`src/pkg/sbac_consts.svh`:
```
// Offsets, field positions and reset values of the bus access block
`ifndef SBAC_CONSTS_SVH
`define SBAC_CONSTS_SVH

// ----------------------------------------------------------------
// Register indices (word addresses)
// ----------------------------------------------------------------
`define SBAC_IDX_CTRL      8'h38
`define SBAC_IDX_ADDR_LO   8'h39
`define SBAC_IDX_DATA_LO   8'h3C
`define SBAC_IDX_IRQ_STAT  8'h50
`define SBAC_IDX_IRQ_MASK  8'h51

// ----------------------------------------------------------------
// Field positions of the control register
// ----------------------------------------------------------------
`define SBAC_VER_HI        31
`define SBAC_VER_LO        29
`define SBAC_BUSYERR_BIT   22
`define SBAC_BUSY_BIT      21
`define SBAC_RDADDR_BIT    20
`define SBAC_SIZE_HI       19
`define SBAC_SIZE_LO       17
`define SBAC_AUTOINC_BIT   16
`define SBAC_RDDATA_BIT    15
`define SBAC_ERR_HI        14
`define SBAC_ERR_LO        12
`define SBAC_ASIZE_HI      11
`define SBAC_ASIZE_LO      5
`define SBAC_CAPS_HI       4
`define SBAC_CAPS_LO       0

// ----------------------------------------------------------------
// Values
// ----------------------------------------------------------------
`define SBAC_VERSION       3'h1
`define SBAC_SIZE_RESET    3'h2
`define SBAC_SIZE_MAX      3'h4
`define SBAC_ERR_NONE      3'h0
`define SBAC_ERR_SIZE      3'h4
`define SBAC_ERR_OTHER     3'h7
`define SBAC_IRQ_DONE      0
`define SBAC_IRQ_BUSYERR   1
`define SBAC_IRQ_BUSERR    2
`define SBAC_IRQ_W         3

`endif

```
`src/pkg/sbac_pkg.sv`:
```
// Types of the bus access block
package sbac_pkg;

  typedef enum logic [1:0] {
    SBAC_IDLE = 2'b00,
    SBAC_REQ  = 2'b01,
    SBAC_WAIT = 2'b10
  } sbac_state_t;

  typedef struct packed {
    logic        busy_err;
    logic        rd_on_addr;
    logic [2:0]  size;
    logic        auto_inc;
    logic        rd_on_data;
    logic [2:0]  err;
  } sbac_ctrl_t;

  typedef struct packed {
    logic        req;
    logic        write;
    logic [2:0]  size;
    logic [31:0] addr;
    logic [31:0] wdata;
  } sbac_bus_req_t;

  typedef struct packed {
    logic        done;
    logic        err;
    logic [31:0] rdata;
  } sbac_bus_rsp_t;

endpackage : sbac_pkg

```
`src/rtl/sbac_ctrl.sv`:
```
// System bus access control and status with its bus manager
// Operation
// Version field bits 31:29 reads one
// Busy error on access while busy
// Busy error sticky, W1C, blocks accesses
// Busy high from request until completion
// Debugger writes control only when idle
// Address-low write starts read if enabled
// Size field selects width, resets to 2
// Unsupported size skips access, error 4
// Auto-increment adds size bytes after access
// Data-low read starts read if enabled
// Bus error sticky W1C, blocks accesses
// Error codes: timeout, address, alignment, size, other; only size (4) and other (7) are reported
// Address width field bits 11:5 read-only
// Capability bits 4:0 read-only fixed
// Address write while busy: busy error only
// Data-low write performs bus write
// Bits 28:23 read zero, ignore writes
`timescale 1ns/1ps
`default_nettype none
`include "sbac_consts.svh"

module sbac_ctrl
  import sbac_pkg::*;
#(
  parameter logic [6:0] ADDR_WIDTH = 7'h20,
  parameter logic [4:0] SIZE_CAPS  = 5'h07
)(
  input  wire logic          sys_clk,
  input  wire logic          rst,
  input  wire logic [7:0]    reg_addr,
  input  wire logic [31:0]   reg_wdata,
  input  wire logic          reg_wr,
  input  wire logic          reg_rd,
  output logic [31:0]        reg_rdata,
  output sbac_bus_req_t      bus_req,
  input  wire sbac_bus_rsp_t bus_rsp,
  output logic               irq
);

  // Only the low address and data words exist, so the bus is 32 bits
  // wide and wider sizes fall to the capability check. A failed bus
  // answer reports code 7; finer codes are left to the target.

  // ----------------------------------------------------------------
  // State
  // ----------------------------------------------------------------
  // Size resets to the 32-bit code, all switches off
  localparam sbac_ctrl_t CTRL_RESET = '{
    busy_err: 1'b0, rd_on_addr: 1'b0, size: `SBAC_SIZE_RESET,
    auto_inc: 1'b0, rd_on_data: 1'b0, err: `SBAC_ERR_NONE};
  // Reserved gap between the version and the busy error
  localparam int RSVD_W = `SBAC_VER_LO - `SBAC_BUSYERR_BIT - 1;
  sbac_state_t state_r;
  sbac_state_t state_nxt;
  sbac_ctrl_t  ctrl_r;
  sbac_ctrl_t  ctrl_nxt;
  logic [31:0] addr_r;
  logic [31:0] addr_nxt;
  logic [31:0] data_r;
  logic [31:0] data_nxt;
  logic        write_r;
  logic [31:0] rdata_r;
  logic [31:0] rdata_nxt;
  logic [`SBAC_IRQ_W-1:0] istat_r;
  logic [`SBAC_IRQ_W-1:0] istat_nxt;
  logic [`SBAC_IRQ_W-1:0] imask_r;

  // ----------------------------------------------------------------
  // Decode
  // ----------------------------------------------------------------
  // Busy covers the width check and the bus cycle
  wire logic busy      = (state_r != SBAC_IDLE);
  // Register selects
  wire logic hit_ctrl  = (reg_addr == `SBAC_IDX_CTRL);
  wire logic hit_alo   = (reg_addr == `SBAC_IDX_ADDR_LO);
  wire logic hit_dlo   = (reg_addr == `SBAC_IDX_DATA_LO);
  wire logic hit_istat = (reg_addr == `SBAC_IDX_IRQ_STAT);
  wire logic hit_imask = (reg_addr == `SBAC_IDX_IRQ_MASK);
  wire logic wr_ctrl   = reg_wr && hit_ctrl;
  wire logic wr_alo    = reg_wr && hit_alo;
  wire logic wr_dlo    = reg_wr && hit_dlo;
  wire logic rd_dlo    = reg_rd && hit_dlo;
  // Either error field blocks every new access
  wire logic blocked   = ctrl_r.busy_err || (ctrl_r.err != `SBAC_ERR_NONE);

  // Busy-error sources
  wire logic busy_hit  = busy && (wr_alo || wr_dlo || rd_dlo);

  // Read on address write
  wire logic go_ra     = wr_alo && !busy && !blocked && ctrl_r.rd_on_addr;
  // Read on data read
  wire logic go_rd     = rd_dlo && !busy && !blocked && ctrl_r.rd_on_data;
  // Write on data write
  wire logic go_wr     = wr_dlo && !busy && !blocked;
  wire logic go        = go_ra || go_rd || go_wr;
  // Direction latched at the trigger, held through the access
  wire logic write_nxt = go ? go_wr : write_r;

  // Supported width check
  wire logic size_ok   = (ctrl_r.size <= `SBAC_SIZE_MAX) &&
                         SIZE_CAPS[ctrl_r.size];
  // Byte count of one access, for auto-increment
  wire logic [31:0] inc_bytes = 32'h1 << ctrl_r.size;

  // An address write lands at the trigger edge, so the read that it
  // starts sees the new address without a bypass

  // ----------------------------------------------------------------
  // Bus manager
  // ----------------------------------------------------------------
  always_comb
  begin
    state_nxt = state_r;
    unique case (state_r)
      SBAC_IDLE:
      begin
        // Busy rises with the request
        if (go)
          state_nxt = SBAC_REQ;
      end
      SBAC_REQ:
      begin
        // One cycle to vet the width before the bus sees anything
        // Bad width ends access without a bus cycle
        state_nxt = size_ok ? SBAC_WAIT : SBAC_IDLE;
      end
      SBAC_WAIT:
      begin
        // Busy holds until the response
        if (bus_rsp.done)
          state_nxt = SBAC_IDLE;
      end
      default:
        state_nxt = SBAC_IDLE;
    endcase
  end

  wire logic rsp_ok  = (state_r == SBAC_WAIT) && bus_rsp.done && !bus_rsp.err;
  wire logic rsp_bad = (state_r == SBAC_WAIT) && bus_rsp.done && bus_rsp.err;
  wire logic size_bad = (state_r == SBAC_REQ) && !size_ok;

  // ----------------------------------------------------------------
  // Bus request
  // ----------------------------------------------------------------
  assign bus_req.req   = (state_r == SBAC_WAIT);
  assign bus_req.write = write_r;
  assign bus_req.size  = ctrl_r.size;
  assign bus_req.addr  = addr_r;
  assign bus_req.wdata = data_r;

  // ----------------------------------------------------------------
  // Control fields
  // ----------------------------------------------------------------
  // Write-data fields of the control word
  wire logic       wd_busy_err   = reg_wdata[`SBAC_BUSYERR_BIT];
  wire logic       wd_rd_on_addr = reg_wdata[`SBAC_RDADDR_BIT];
  wire logic [2:0] wd_size       = reg_wdata[`SBAC_SIZE_HI:`SBAC_SIZE_LO];
  wire logic       wd_auto_inc   = reg_wdata[`SBAC_AUTOINC_BIT];
  wire logic       wd_rd_on_data = reg_wdata[`SBAC_RDDATA_BIT];
  wire logic [2:0] wd_err        = reg_wdata[`SBAC_ERR_HI:`SBAC_ERR_LO];
  // Settings move only while idle; mid-access they would tear the request
  wire logic       ctrl_take     = wr_ctrl && !busy;

  always_comb
  begin
    ctrl_nxt = ctrl_r;
    // Settings written only when idle; ignored while busy
    if (ctrl_take)
    begin
      ctrl_nxt.rd_on_addr = wd_rd_on_addr;
      ctrl_nxt.size       = wd_size;
      ctrl_nxt.auto_inc   = wd_auto_inc;
      ctrl_nxt.rd_on_data = wd_rd_on_data;
    end
    // Write one clears the busy error
    if (wr_ctrl && wd_busy_err)
      ctrl_nxt.busy_err = 1'b0;
    // Write one clears error bits
    if (wr_ctrl)
      ctrl_nxt.err = ctrl_r.err & ~wd_err;
    // Set beats clear in the same cycle
    if (busy_hit)
      ctrl_nxt.busy_err = 1'b1;
    // Unsupported size reports code 4
    if (size_bad)
      ctrl_nxt.err = `SBAC_ERR_SIZE;
    // Bus fault reported as other
    if (rsp_bad)
      ctrl_nxt.err = `SBAC_ERR_OTHER;
  end

  // ----------------------------------------------------------------
  // Address and data
  // ----------------------------------------------------------------
  always_comb
  begin
    addr_nxt = addr_r;
    data_nxt = data_r;
    // Address write while busy leaves the address unchanged
    if (wr_alo && !busy)
      addr_nxt = reg_wdata;
    // Data captured for the bus write
    if (wr_dlo && !busy && !blocked)
      data_nxt = reg_wdata;
    // Auto-increment after a good access
    if (rsp_ok && ctrl_r.auto_inc)
      addr_nxt = addr_r + inc_bytes;
    // A good read lands in the data word
    if (rsp_ok && !write_r)
      data_nxt = bus_rsp.rdata;
  end

  // ----------------------------------------------------------------
  // Interrupts
  // ----------------------------------------------------------------
  wire logic                   err_evt   = size_bad || rsp_bad;
  wire logic [`SBAC_IRQ_W-1:0] ievt      = {err_evt, busy_hit, rsp_ok};
  wire logic                   wr_istat  = reg_wr && hit_istat;
  wire logic                   wr_imask  = reg_wr && hit_imask;
  wire logic [`SBAC_IRQ_W-1:0] wd_irq    = reg_wdata[`SBAC_IRQ_W-1:0];
  // Clear only by writing one; a zero leaves the bit alone
  wire logic [`SBAC_IRQ_W-1:0] iclr      = wr_istat ? wd_irq : '0;
  wire logic [`SBAC_IRQ_W-1:0] imask_nxt = wr_imask ? wd_irq : imask_r;

  // Set wins over clear, so an event in the clearing cycle is kept
  genvar gi;
  generate
    for (gi = 0; gi < `SBAC_IRQ_W; gi = gi + 1)
    begin : g_istat
      assign istat_nxt[gi] = ievt[gi] || (istat_r[gi] && !iclr[gi]);
    end
  endgenerate

  // Level output; software clears the cause, not the pin
  assign irq = |(istat_r & imask_r);

  // ----------------------------------------------------------------
  // Read mux
  // ----------------------------------------------------------------
  wire logic [31:0] ctrl_view;
  // Fixed and reserved fields
  assign ctrl_view = {`SBAC_VERSION, {RSVD_W{1'b0}}, ctrl_r.busy_err, busy,
                      ctrl_r.rd_on_addr, ctrl_r.size, ctrl_r.auto_inc,
                      ctrl_r.rd_on_data, ctrl_r.err, ADDR_WIDTH, SIZE_CAPS};

  // Idle cycles and unmapped indices read zero
  always_comb
  begin
    rdata_nxt = 32'h0000_0000;
    if (reg_rd)
    begin
      if (hit_ctrl)
        rdata_nxt = ctrl_view;
      else if (hit_alo)
        rdata_nxt = addr_r;
      else if (hit_dlo)
        rdata_nxt = data_r;
      else if (hit_istat)
        rdata_nxt = {29'h0, istat_r};
      else if (hit_imask)
        rdata_nxt = {29'h0, imask_r};
    end
  end
  assign reg_rdata = rdata_r;

  // ----------------------------------------------------------------
  // Registers
  // ----------------------------------------------------------------
  // Bus manager state
  always_ff @(posedge sys_clk or posedge rst)
  begin
    if (rst)
      state_r <= SBAC_IDLE;
    else
      state_r <= state_nxt;
  end

  // Control fields
  always_ff @(posedge sys_clk or posedge rst)
  begin
    if (rst)
      ctrl_r <= CTRL_RESET;
    else
      ctrl_r <= ctrl_nxt;
  end

  // Bus address
  always_ff @(posedge sys_clk or posedge rst)
  begin
    if (rst)
      addr_r <= 32'h0000_0000;
    else
      addr_r <= addr_nxt;
  end

  // Bus data
  always_ff @(posedge sys_clk or posedge rst)
  begin
    if (rst)
      data_r <= 32'h0000_0000;
    else
      data_r <= data_nxt;
  end

  // Access direction
  always_ff @(posedge sys_clk or posedge rst)
  begin
    if (rst)
      write_r <= 1'b0;
    else
      write_r <= write_nxt;
  end

  // Read data, standing for one cycle only
  always_ff @(posedge sys_clk or posedge rst)
  begin
    if (rst)
      rdata_r <= 32'h0000_0000;
    else
      rdata_r <= rdata_nxt;
  end

  // Interrupt status
  always_ff @(posedge sys_clk or posedge rst)
  begin
    if (rst)
      istat_r <= '0;
    else
      istat_r <= istat_nxt;
  end

  // Interrupt mask
  always_ff @(posedge sys_clk or posedge rst)
  begin
    if (rst)
      imask_r <= '0;
    else
      imask_r <= imask_nxt;
  end

endmodule : sbac_ctrl
`default_nettype wire

```
`config.mk`:
```
export PLATFORM = sky130hd
export DESIGN_NAME = sbac_ctrl
export DESIGN_NICKNAME = d
export VERILOG_FILES = /design/src/pkg/sbac_pkg.sv /design/src/rtl/sbac_ctrl.sv
export VERILOG_INCLUDE_DIRS = /design/src /design/src/pkg
export SDC_FILE = /design/constraint.sdc
export NUM_CORES = 1
export LEC_CHECK = 0
export BUFFER_PORTS_ARGS = -buffer_cell sky130_fd_sc_hd__buf_2
export CORE_AREA = 8 8 145 161
export CTS_CLUSTER_DIAMETER = 40
export DETAILED_ROUTE_END_ITERATION = 8
export DIE_AREA = 0 0 153 169
export PLACE_DENSITY = 0.55
export SLEW_MARGIN = 0
export SYNTH_ARGS = -nofsm -noshare
export SYNTH_HDL_FRONTEND = slang
export SYNTH_SLANG_ARGS = --single-unit
```
`constraint.sdc`:
```
create_clock -name sys_clk -period 4.7 [get_ports sys_clk]
set_input_delay 0.705 -clock sys_clk [delete_from_list [all_inputs] [get_ports sys_clk]]
set_output_delay 0.705 -clock sys_clk [all_outputs]
set_load 0.02 [all_outputs]
```
==> results of run 1 <==
[flip-flops by register name (all words and copies together), names as in the netlist]
| register | cells |
|---|---|
| addr_r | 32 |
| bus_req | 3 |
| ctrl_r | 7 |
| data_r | 32 |
| imask_r | 3 |
| istat_r | 3 |
| reg_rdata | 32 |
| state_r | 2 |
| write_r | 1 |
[layout make-up]
cell class | count | area [um^2] | area share
well taps | 261 | 327 | 0.0420
multi-input cells | 443 | 2890 | 0.372
clock buffers | 23 | 478 | 0.0615
repair buffers | 186 | 948 | 0.122
clock inverters | 9 | 175 | 0.0225
inverters | 19 | 73.8 | 0.00950
flip-flops and latches | 115 | 2880 | 0.370
[metal layers]
metal	vias up	routed length [um]	share of wire
met4	0	228	0.011
li1	2587	-	-
met1	2607	9630	0.45
met2	195	9930	0.47
met5	-	0	0
met3	17	1530	0.072
[worst paths after layout]
check                                         endpoint               startpoint  cells past startpoint
worst max-delay path            addr_r[20]$_DFFE_PP0P_  bus_req[64]$_DFFE_PP0P_                      8
worst min register to register   ctrl_r[2]$_DFFE_PP0P_    ctrl_r[2]$_DFFE_PP0P_                      1
worst min-delay path             data_r[3]$_DFFE_PP0P_                      rst                      2
min in group sys_clk            data_r[28]$_DFFE_PP0P_              bus_rsp[28]                      3
worst max register to register  addr_r[20]$_DFFE_PP0P_  bus_req[64]$_DFFE_PP0P_                      8
max in group asynchronous        addr_r[9]$_DFFE_PP0P_                      rst                      3
[metrics by stage]
step                instance area (um^2)  setup slack (ps)   util  std cells  total power [mW]
floorplan                           6080               953      -        617              1.17
global placement                    7120              1420  0.342       1024              1.28
detailed placement                  7120              1340  0.342       1024              1.28
CTS                                 7770              1770  0.374       1056              2.73
global route                        7770              1520  0.374       1056              2.80
finish                              7770              1760  0.374       1056              2.70
[where the power goes]
group	internal [mW]	switching, mW
combinational	0.0753	0.126
clock	0.981	0.461
sequential	1.02	0.0396
[kinds of logic (layout without fill, tap and decap cells)]
logic type,after synthesis,after routing,share of synthesized area
and+or+nand+nor,204,204,0.172
AOI/OAI and AO/OA,180,180,0.196
DFF,115,115,0.473
buffers and inverters,59,237,0.0510
muxes,46,46,0.0817
adders and majority gates,9,9,0.0198
xor gates and xnor gates,4,4,0.00576
[cells in the final DEF (no fill, tap or decap), types with 6 or more instances in the layout]
master / instances
sky130_fd_sc_hd__a211oi_1: 19
sky130_fd_sc_hd__a21o_1: 6
sky130_fd_sc_hd__a21oi_1: 38
sky130_fd_sc_hd__a22oi_1: 20
sky130_fd_sc_hd__a311oi_1: 8
sky130_fd_sc_hd__a31oi_1: 8
sky130_fd_sc_hd__and3_1: 10
sky130_fd_sc_hd__buf_2: 179
sky130_fd_sc_hd__buf_4: 7
sky130_fd_sc_hd__clkbuf_16: 17
sky130_fd_sc_hd__dfrtp_1: 114
sky130_fd_sc_hd__ha_1: 8
sky130_fd_sc_hd__inv_1: 17
sky130_fd_sc_hd__mux2_4: 6
sky130_fd_sc_hd__mux2i_1: 35
sky130_fd_sc_hd__nand2_1: 67
sky130_fd_sc_hd__nand3_1: 8
sky130_fd_sc_hd__nor2_1: 62
sky130_fd_sc_hd__nor3_1: 10
sky130_fd_sc_hd__o21a_1: 9
sky130_fd_sc_hd__o21ai_0: 13
sky130_fd_sc_hd__o21ai_1: 30
==> results.sh, run 1 <==
export IMPL_number_of_synthesized_flops_with_an_enable_pin=0
export IMPL_cts_buffers_inserted=17
export IMPL_route_detailed_vias_per_inst=5.12
export IMPL_cp_slowest_stage_delay_ps=600
export IMPL_final_period_minus_worst_setup_slack_ps=2940
export IMPL_outcome="finished, final reports clean"
export IMPL_cp_cell_sequence="nor3b_1 > fa_1 > a211o_1 > o211ai_1 > a31o_2 > nor3_1 > a211oi_1 > a211oi_1"
export IMPL_worst_pin_slew_ps=963
export IMPL_numClockSinks=115
export IMPL_synth_top_cell_by_area="sky130_fd_sc_hd__dfrtp_1"
export IMPL_dr_pass1_iters=7
export IMPL_worst_setup_path_start_kind="register"
export IMPL_powerDensity_nw_per_um2=347
export IMPL_peak_supply_drop_mv=0.253
export IMPL_layout_drive_gt1_share=0.323
export IMPL_vias=5406
export IMPL_post_route_clock_skew_ps=10.2
export IMPL_ys_types=70
export IMPL_clkSlewWorstSetupHoldPaths_ps=50
export IMPL_drt_antenna_violating_nets=0
export IMPL_r2r_setup_slack_ps=1760
export IMPL_filler_cell_count=2122
export IMPL_maxCapViolCount=0
export IMPL_grt_pass1_vias=5635
export IMPL_worst_path_max_delay_cell="sky130_fd_sc_hd__dfrtp_1"
export IMPL_critical_path_most_common_cell="sky130_fd_sc_hd__a211oi_1"
export IMPL_rsz0062_at_grt="false"
export IMPL_synth_top_cells_by_area="sky130_fd_sc_hd__dfrtp_1 47%, sky130_fd_sc_hd__mux2i_1 5.8%, sky130_fd_sc_hd__nand2_1 4.1%, sky130_fd_sc_hd__nor2_1 3.8%, sky130_fd_sc_hd__a21oi_1 3.1%"
export IMPL_ys_seq_elements=115
export IMPL_area_growth_syn_to_layout_pct=27.8
export IMPL_ys_flop_type="sky130_fd_sc_hd__dfrtp_1"
export IMPL_layout_nets=869
export IMPL_die_w_um=153
export IMPL_synthCells=617
export IMPL_numPortBuffers=179
export IMPL_die_height_um=169
export IMPL_async_reset_ff_frac=1.00
export IMPL_synth_avg_cell_area_um2=9.86
export IMPL_cts_setup_buffers=0
export IMPL_antenna_violations_before_repair=0
export IMPL_yosys_warnings=0
export IMPL_global_route_usage_total=0.167
export IMPL_cp_top_family="simple AND/OR/NAND/NOR gates"
export IMPL_holdBufCountCts=0
export IMPL_grtUsageMet2=0.265
export IMPL_timing_hold_ws_ps=403
export IMPL_worstPathMaxFanout=12
export IMPL_min_delay_path_class="in -> async"
export IMPL_gr_usage_met3=0.0584
export IMPL_total_leakage_power_nw=4.02
export IMPL_detailed_place_hpwl_mm=15.8
export IMPL_pin_count_of_the_biggest_net_entering_global_routing=53
export IMPL_final_hold_viol_count=0
export IMPL_ioPinCount=180
export IMPL_criticalPathCategory="reg -> reg"
export IMPL_timing_fmax_ghz=0.340
export IMPL_h_tree_depth=4
export IMPL_die_area_um2=25900
export IMPL_cp_data_arrival_time_ps=3260
export IMPL_starting_density_of_the_core=0.292
export IMPL_tns_ps=0
export IMPL_worstSkewPairLatency_ps=420
export IMPL_report_final_slew_viol_count=0
export IMPL_most_common_cell_in_the_netlist="sky130_fd_sc_hd__dfrtp_1"
export IMPL_synth_top_area_frac=0.469
export IMPL_synth_common_cells="114 x sky130_fd_sc_hd__dfrtp_1, 67 x sky130_fd_sc_hd__nand2_1, 62 x sky130_fd_sc_hd__nor2_1"
export IMPL_synth_yosys_seq_area_share=0.473
export IMPL_critical_path_buf_inv_count=0
export IMPL_route_detailed_wl_per_inst_um=20.2
export IMPL_gpl_final_weighted_congestion=0.848
export IMPL_setup_violations=0
export IMPL_timing_final_crit_share=0.625
export IMPL_gr_max_usage_layer="met2"
export IMPL_worstSetupEndpointType="register"
export IMPL_synthesis_area_um2=6080
export IMPL_antenna_diode_count=0
export IMPL_clock_tree_buffer_depth=2
export IMPL_data_required_time_at_the_worst_endpoint_ps=5020
export IMPL_drc=0
export IMPL_tritoncts="built"
export IMPL_placeable_core_region_um2=20800
export IMPL_drt_first_iter_violations=299
export IMPL_clock_tree_root_cell="sky130_fd_sc_hd__clkbuf_16"
export IMPL_timing_slew_headroom=0.358
export IMPL_use_met1=0.215
export IMPL_cts_repair_resized=0
export IMPL_grt_pass1_wl_mm=33.7
export IMPL_gr_total_overflow=0
export IMPL_floorplan_rows=56
export IMPL_totalWireLength_mm=21.3
export IMPL_synth_fp_nets=704
Note: power is estimated with default switching activity, not from simulation.
==> inputs of run 2 (changes only) <==
--- a/config.mk
+++ b/config.mk
@@ -6,12 +6,13 @@
 export SDC_FILE = /design/constraint.sdc
 export NUM_CORES = 1
 export LEC_CHECK = 0
+export ABC_AREA = 1
 export BUFFER_PORTS_ARGS = -buffer_cell sky130_fd_sc_hd__buf_2
-export CORE_AREA = 8 8 145 161
+export CORE_AREA = 8 8 154 170
 export CTS_CLUSTER_DIAMETER = 40
 export DETAILED_ROUTE_END_ITERATION = 8
-export DIE_AREA = 0 0 153 169
-export PLACE_DENSITY = 0.55
+export DIE_AREA = 0 0 162 178
+export PLACE_DENSITY = 0.54
 export SLEW_MARGIN = 0
 export SYNTH_ARGS = -nofsm -noshare
 export SYNTH_HDL_FRONTEND = slang
==> constraint.sdc (replaced) <==
create_clock -name sys_clk -period 2.88 [get_ports sys_clk]
set_input_delay 0.432 -clock sys_clk [delete_from_list [all_inputs] [get_ports sys_clk]]
set_output_delay 0.432 -clock sys_clk [all_outputs]
set_load 0.02 [all_outputs]
==> results.sh, run 2 <==
export IMPL_cp_slowest_stage_delay_ps=590
export IMPL_drt_first_iter_violations=687
export IMPL_clock_tree_root_cell="sky130_fd_sc_hd__clkbuf_16"
export IMPL_worstSkewPairLatency_ps=430
export IMPL_global_route_usage_total=0.195
export IMPL_timing_fmax_ghz=0.407
export IMPL_layout_common_cells="333 x sky130_fd_sc_hd__nand2_1, 179 x sky130_fd_sc_hd__buf_2, 114 x sky130_fd_sc_hd__dfrtp_1"
export IMPL_ys_seq_elements=115
export IMPL_clkSlewWorstSetupHoldPaths_ps=60
export IMPL_pin_count_of_the_biggest_net_entering_global_routing=53
export IMPL_final_period_minus_worst_setup_slack_ps=2460
export IMPL_totalPowerFinal_mw=4.38
export IMPL_ioPinCount=180
export IMPL_placeable_core_region_um2=23300
export IMPL_die_area_um2=28800
export IMPL_tns_ps=0
export IMPL_clock_tree_buffer_depth=2
export IMPL_grt_pass1_vias=7023
export IMPL_critical_path_buf_inv_count=0
export IMPL_cts_buffers_inserted=17
export IMPL_ys_flop_type="sky130_fd_sc_hd__dfrtp_1"
export IMPL_path_depth=13
export IMPL_timing_final_crit_share=0.853
export IMPL_worstPathMaxFanout=8
export IMPL_floorplan_rows=59
export IMPL_starting_density_of_the_core=0.295
export IMPL_tritoncts="built"
export IMPL_synth_top_cells_by_area="sky130_fd_sc_hd__dfrtp_1 41%, sky130_fd_sc_hd__nand2_1 18%, sky130_fd_sc_hd__nand3_1 8.0%, sky130_fd_sc_hd__inv_1 5.3%, sky130_fd_sc_hd__o211ai_1 4.8%"
export IMPL_peak_supply_drop_mv=0.299
export IMPL_gr_total_overflow=0
export IMPL_worst_setup_path_start_kind="register"
export IMPL_numPortBuffers=179
export IMPL_route_detailed_wl_per_inst_um=19.7
export IMPL_synth_yosys_seq_area_share=0.418
export IMPL_h_tree_depth=4
export IMPL_post_route_clock_skew_ps=10.1
export IMPL_route_detailed_vias_per_inst=5.02
export IMPL_area_growth_syn_to_layout_pct=24.6
export IMPL_cts_setup_buffers=0
export IMPL_cts_repair_resized=0
export IMPL_worst_r2r_cell_count=13
export IMPL_yosys_warnings=0
export IMPL_min_delay_path_class="in -> async"
export IMPL_worst_pin_slew_ps=749
export IMPL_ys_types=40
export IMPL_die_height_um=178
export IMPL_antenna_violations_before_repair=0
export IMPL_drt_antenna_violating_nets=0
export IMPL_synthCells=955
export IMPL_setup_ws_ps=423
export IMPL_powerDensity_nw_per_um2=511
export IMPL_total_leakage_power_nw=4.52
export IMPL_antenna_diode_count=0
export IMPL_timing_hold_ws_ps=125
export IMPL_layout_commonest_cell="sky130_fd_sc_hd__nand2_1"
export IMPL_layout_nets=1209
export IMPL_dr_pass1_iters=5
export IMPL_layout_drive_gt1_share=0.220
export IMPL_drc=0
export IMPL_worst_slack_at_placement_ps=469
export IMPL_synth_top_cell_by_area="sky130_fd_sc_hd__dfrtp_1"
export IMPL_detailed_place_hpwl_mm=21.2
export IMPL_holdBufCountCts=0
export IMPL_numClockSinks=115
export IMPL_worstSetupEndpointType="register"
export IMPL_cp_cell_sequence="nor3_1 > ha_1 > fa_1 > nand2_1 > nand3_1 > nand3_1 > nand2_1 > nand2_1 > nand2_1 > nand3_1 > nand3_1 > nand2_1 > nand2_1"
export IMPL_synth_common_cells="333 x sky130_fd_sc_hd__nand2_1, 114 x sky130_fd_sc_hd__dfrtp_1, 110 x sky130_fd_sc_hd__nand3_1"
export IMPL_cp_data_arrival_time_ps=2780
export IMPL_number_of_synthesized_flops_with_an_enable_pin=0
export IMPL_vias=7232
export IMPL_final_hold_viol_count=0
export IMPL_synthesis_area_um2=6880
export IMPL_timing_slew_headroom=0.500
export IMPL_report_final_slew_viol_count=0
export IMPL_setup_violations=0
export IMPL_critical_path_most_common_cell="sky130_fd_sc_hd__nand2_1"
export IMPL_maxCapViolCount=0
export IMPL_outcome="finished, final reports clean"
export IMPL_synth_fp_nets=1042
export IMPL_rsz0062_at_grt="false"
export IMPL_cp_top_family="simple AND/OR/NAND/NOR gates"
export IMPL_most_common_cell_in_the_netlist="sky130_fd_sc_hd__nand2_1"
export IMPL_async_reset_ff_frac=1.00
export IMPL_data_required_time_at_the_worst_endpoint_ps=3200
export IMPL_filler_cell_count=2534
export IMPL_grt_pass1_wl_mm=43.0
export IMPL_synth_top_area_frac=0.414
export IMPL_totalWireLength_mm=28.4
export IMPL_criticalPathCategory="reg -> reg"
export IMPL_worst_path_max_delay_cell="sky130_fd_sc_hd__dfstp_2"
export IMPL_synth_avg_cell_area_um2=7.21
export IMPL_gpl_final_weighted_congestion=0.918
export IMPL_die_w_um=162
## run 2: changes by cell type in the layout (fill, tap and decap cells not counted), moves of 8 or more
| cell | before | now |
|---|---|---|
| sky130_fd_sc_hd__a211oi_1 | 19 | 0 |
| sky130_fd_sc_hd__mux2i_1 | 35 | 0 |
| sky130_fd_sc_hd__nand2_1 | 67 | 333 |
| sky130_fd_sc_hd__nor2_1 | 62 | 37 |
| sky130_fd_sc_hd__nand3_1 | 8 | 110 |
| sky130_fd_sc_hd__o21ai_1 | 30 | 2 |
| sky130_fd_sc_hd__a311oi_1 | 8 | 0 |
| sky130_fd_sc_hd__a21oi_1 | 38 | 28 |
| sky130_fd_sc_hd__a22oi_1 | 20 | 0 |
| sky130_fd_sc_hd__inv_1 | 17 | 96 |
| sky130_fd_sc_hd__and3_1 | 10 | 0 |
| sky130_fd_sc_hd__o211ai_1 | 4 | 44 |
| sky130_fd_sc_hd__o21ai_0 | 13 | 61 |
## run 2: stage by stage
stage | util | instances | area [um^2]
global placement | 0.343 | 1408 | 8010
CTS | 0.368 | 1440 | 8580
detailed placement | 0.343 | 1408 | 8010
finish | 0.368 | 1440 | 8580
floorplan | - | 955 | 6890
global route | 0.368 | 1440 | 8580
## run 2: cell type report
class,count,area (um^2),share of cell area
Tap cell,305,382,0.0445
Clock buffer,18,429,0.0500
Multi-Input combinational cell,693,3360,0.391
Inverter,104,394,0.0459
Timing Repair Buffer,191,998,0.116
Sequential cell,115,2880,0.336
Clock inverter,14,140,0.0163
## run 2: layer usage
layer	up-vias	GRT usage	wire, um
met4	0	0.0552	475
met5	-	0	0
met1	3460	0.260	12600
li1	3471	-	-
met2	270	0.312	13500
met3	31	0.0420	1860
## run 2: final timing paths
| check | from | endpoint | slack, ps |
|---|---|---|---|
| hold / removal | rst | reg_rdata[28]$_DFF_PP0_ | 120 |
| setup reg to reg | bus_req[65]$_DFFE_PP1P_ | addr_r[18]$_DFFE_PP0P_ | 420 |
| max in group asynchronous | rst | bus_req[65]$_DFFE_PP1P_ | 1970 |
| hold reg to reg | ctrl_r[4]$_DFFE_PP0P_ | ctrl_r[4]$_DFFE_PP0P_ | 480 |
| setup / recovery | bus_req[65]$_DFFE_PP1P_ | addr_r[18]$_DFFE_PP0P_ | 420 |
| min in group sys_clk | bus_rsp[8] | data_r[8]$_DFFE_PP0P_ | 240 |
## run 2: kinds of logic (layout without fill, tap and decap cells)
kind of cell	Yosys count	in the layout	synth area share
XOR/XNOR	3	3	0.00382
AND/OR/NAND/NOR	533	533	0.339
AO/OA/AOI/OAI	148	148	0.127
buffers and inverters	147	327	0.0941
flip-flops	115	115	0.418
adder cells (fa/ha/maj)	9	9	0.0174
## run 2: where the power goes
| group | switching [mW] | internal (mW) |
|---|---|---|
| logic | 0.330 | 0.166 |
| registers | 0.113 | 1.69 |
| clock network | 0.816 | 1.26 |
==> inputs of run 3 (changes only) <==
--- a/config.mk
+++ b/config.mk
@@ -8,11 +8,12 @@
 export LEC_CHECK = 0
 export ABC_AREA = 1
 export BUFFER_PORTS_ARGS = -buffer_cell sky130_fd_sc_hd__buf_2
-export CORE_AREA = 8 8 154 170
+export CORE_AREA = 2 2 148 164
 export CTS_CLUSTER_DIAMETER = 40
 export DETAILED_ROUTE_END_ITERATION = 8
-export DIE_AREA = 0 0 162 178
+export DIE_AREA = 0 0 150 166
 export PLACE_DENSITY = 0.54
+export SETUP_SLACK_MARGIN = 0.3
 export SLEW_MARGIN = 0
 export SYNTH_ARGS = -nofsm -noshare
 export SYNTH_HDL_FRONTEND = slang
==> results.sh, run 3 (synthesis results as in run 2) <==
export IMPL_outcome="finished, final reports clean"
export IMPL_cts_setup_buffers=0
export IMPL_sw_frac_of_total=0.279
export IMPL_worst_pin_slew_ps=686
export IMPL_pin_count_of_the_biggest_net_entering_global_routing=116
export IMPL_tns_ps=0
export IMPL_floorplan_rows=59
export IMPL_worst_slack_at_placement_ps=489
export IMPL_powerDensity_nw_per_um2=532
export IMPL_timing_rr_end="addr_r[30]$_DFFE_PP0P_"
export IMPL_post_layout_nonfiller_instances=1439
export IMPL_internal_cell_power_mw=3.32
export IMPL_drc=0
export IMPL_peak_supply_drop_mv=0.244
export IMPL_r2r_setup_slack_ps=490
export IMPL_post_route_clock_skew_ps=11.1
export IMPL_timing_final_crit_share=0.830
export IMPL_worst_setup_path_start_kind="register"
export IMPL_area_growth_syn_to_layout_pct=25.6
export IMPL_maxCapViolCount=0
export IMPL_multiInputGateArea_um2=3370
export IMPL_detailed_place_hpwl_mm=19.5
export IMPL_cts_buffers_inserted=17
export IMPL_setup_worst_path_end="addr_r[30]$_DFFE_PP0P_"
export IMPL_tritoncts="built"
export IMPL_numPortBuffers=179
export IMPL_grt_pass1_wl_mm=40.9
export IMPL_clkPwrFrac=0.503
export IMPL_drt_first_iter_violations=548
export IMPL_route_detailed_vias_per_inst=4.98
export IMPL_total_leakage_power_nw=4.54
export IMPL_global_route_usage_total=0.213
export IMPL_clock_tree_buffer_depth=2
export IMPL_setup_ws_ps=490
export IMPL_rsz0062_at_grt="false"
export IMPL_final_period_minus_worst_setup_slack_ps=2390
export IMPL_placedInstanceArea_um2=8000
export IMPL_clock_tree_root_cell="sky130_fd_sc_hd__clkbuf_16"
export IMPL_layout_drive_gt1_share=0.222
export IMPL_holdBufCountCts=0
export IMPL_drt_antenna_violating_nets=0
export IMPL_gr_total_overflow=0
export IMPL_net_switching_power_mw=1.28
export IMPL_h_tree_depth=4
export IMPL_data_required_time_at_the_worst_endpoint_ps=3200
export IMPL_reg2reg_from="bus_req[65]$_DFFE_PP1P_"
export IMPL_worstSkewPairLatency_ps=430
export IMPL_die_w_um=150
export IMPL_clkSlewWorstSetupHoldPaths_ps=60
export IMPL_layout_area_seq_um2=2880
export IMPL_gpl_final_weighted_congestion=0.873
export IMPL_final_hold_viol_count=0
export IMPL_antenna_violations_before_repair=1
export IMPL_dr_pass1_iters=5
export IMPL_final_area_um2=8650
export IMPL_totalPowerFinal_mw=4.60
export IMPL_timing_hold_ws_ps=135
export IMPL_layout_common_cells="332 x sky130_fd_sc_hd__nand2_1, 179 x sky130_fd_sc_hd__buf_2, 114 x sky130_fd_sc_hd__dfrtp_1"
export IMPL_power_share_sequential=0.392
export IMPL_layout_commonest_cell="sky130_fd_sc_hd__nand2_1"
export IMPL_placeable_core_region_um2=23300
export IMPL_grt_pass1_vias=6969
export IMPL_share_comb_of_total_power=0.105
export IMPL_setup_violations=0
export IMPL_vias=7167
export IMPL_starting_density_of_the_core=0.295
export IMPL_worstSetupEndpointType="register"
export IMPL_utilization=0.371
export IMPL_filler_cell_count=2524
export IMPL_worst_r2r_cell_count=13
export IMPL_numClockSinks=115
export IMPL_crit_path_start="bus_req[65]$_DFFE_PP1P_"
export IMPL_report_final_slew_viol_count=0
export IMPL_die_area_um2=24900
export IMPL_cp_data_arrival_time_ps=2710
export IMPL_min_delay_path_class="in -> async"
export IMPL_timing_slew_headroom=0.543
export IMPL_layout_nets=1207
export IMPL_totalWireLength_mm=26.4
export IMPL_route_detailed_wl_per_inst_um=18.3
export IMPL_dp_cells=1406
export IMPL_worstPathMaxFanout=8
export IMPL_timing_fmax_ghz=0.418
export IMPL_ioPinCount=180
export IMPL_criticalPathCategory="reg -> reg"
export IMPL_die_height_um=166
## run 3: cell types whose count changed in the layout (fill, tap and decap cells not counted), sizes merged
| cell | change |
|---|---|
| buf | -2 |
| diode | +1 |
| bufinv | +2 |
| inv | +2 |
| clkinv | -5 |
| clkinvlp | +1 |
## run 3: cell type report
type,instances,area share
Timing Repair Buffer,189,0.114
Antenna cell,1,0.000289
Sequential cell,115,0.333
Multi-Input combinational cell,693,0.390
Inverter,104,0.0456
Tap cell,305,0.0441
Clock inverter,14,0.0236
Clock buffer,18,0.0496
## run 3: per-layer routing
metal / wire length, um / global-route usage / vias to the layer above
met1: 11600 / 0.295 / 3387
li1: - / - / 3471
met2: 12400 / 0.342 / 275
met3: 1910 / 0.0390 / 34
met4: 480 / 0.0578 / 0
met5: 0 / 0 / -
## run 3: power groups by stage
| stage | Clock, mW | Sequential (mW) | Combinational, mW |
|---|---|---|---|
| after global routing | 2.40 | 1.81 | 0.535 |
| final | 2.31 | 1.80 | 0.484 |
| after CTS | 2.33 | 1.80 | 0.489 |
| after floorplan | 0 | 1.87 | 0.199 |
| after global placement | 0 | 1.83 | 0.482 |
| after detailed placement | 0 | 1.83 | 0.487 |
## run 3: how the worst min path moves through the flow
stage                                    to  slack (ps)  depth (start not counted)
floorplan             ctrl_r[4]$_DFFE_PP0P_         450                          2
global placement      ctrl_r[4]$_DFFE_PP0P_         470                          2
detailed placement    ctrl_r[4]$_DFFE_PP0P_         470                          2
CTS                  addr_r[31]$_DFFE_PP0P_         220                          3
global route         state_r[1]$_DFFE_PP0P_         230                          2
finish              reg_rdata[28]$_DFF_PP0_         130                          3
## run 3: worst max-delay path, cell delays in order (launching register included)
cell and delay [ps]:
sky130_fd_sc_hd__dfstp_2 610, sky130_fd_sc_hd__nor3_1 80, sky130_fd_sc_hd__ha_1 220, sky130_fd_sc_hd__fa_1 390, sky130_fd_sc_hd__nand2_1 100, sky130_fd_sc_hd__nand3_1 100, sky130_fd_sc_hd__nand3_1 90, sky130_fd_sc_hd__nand2_1 120
sky130_fd_sc_hd__nand2_1 90, sky130_fd_sc_hd__nand2_1 110, sky130_fd_sc_hd__nand3b_1 110, sky130_fd_sc_hd__nand3_1 120, sky130_fd_sc_hd__nand2_1 90, sky130_fd_sc_hd__nand2_1 50
## run 3: timing repair
action                     CTS  global route
hold endpoints to repair     0             0
setup endpoints to repair    0            12
resized for setup            0             4
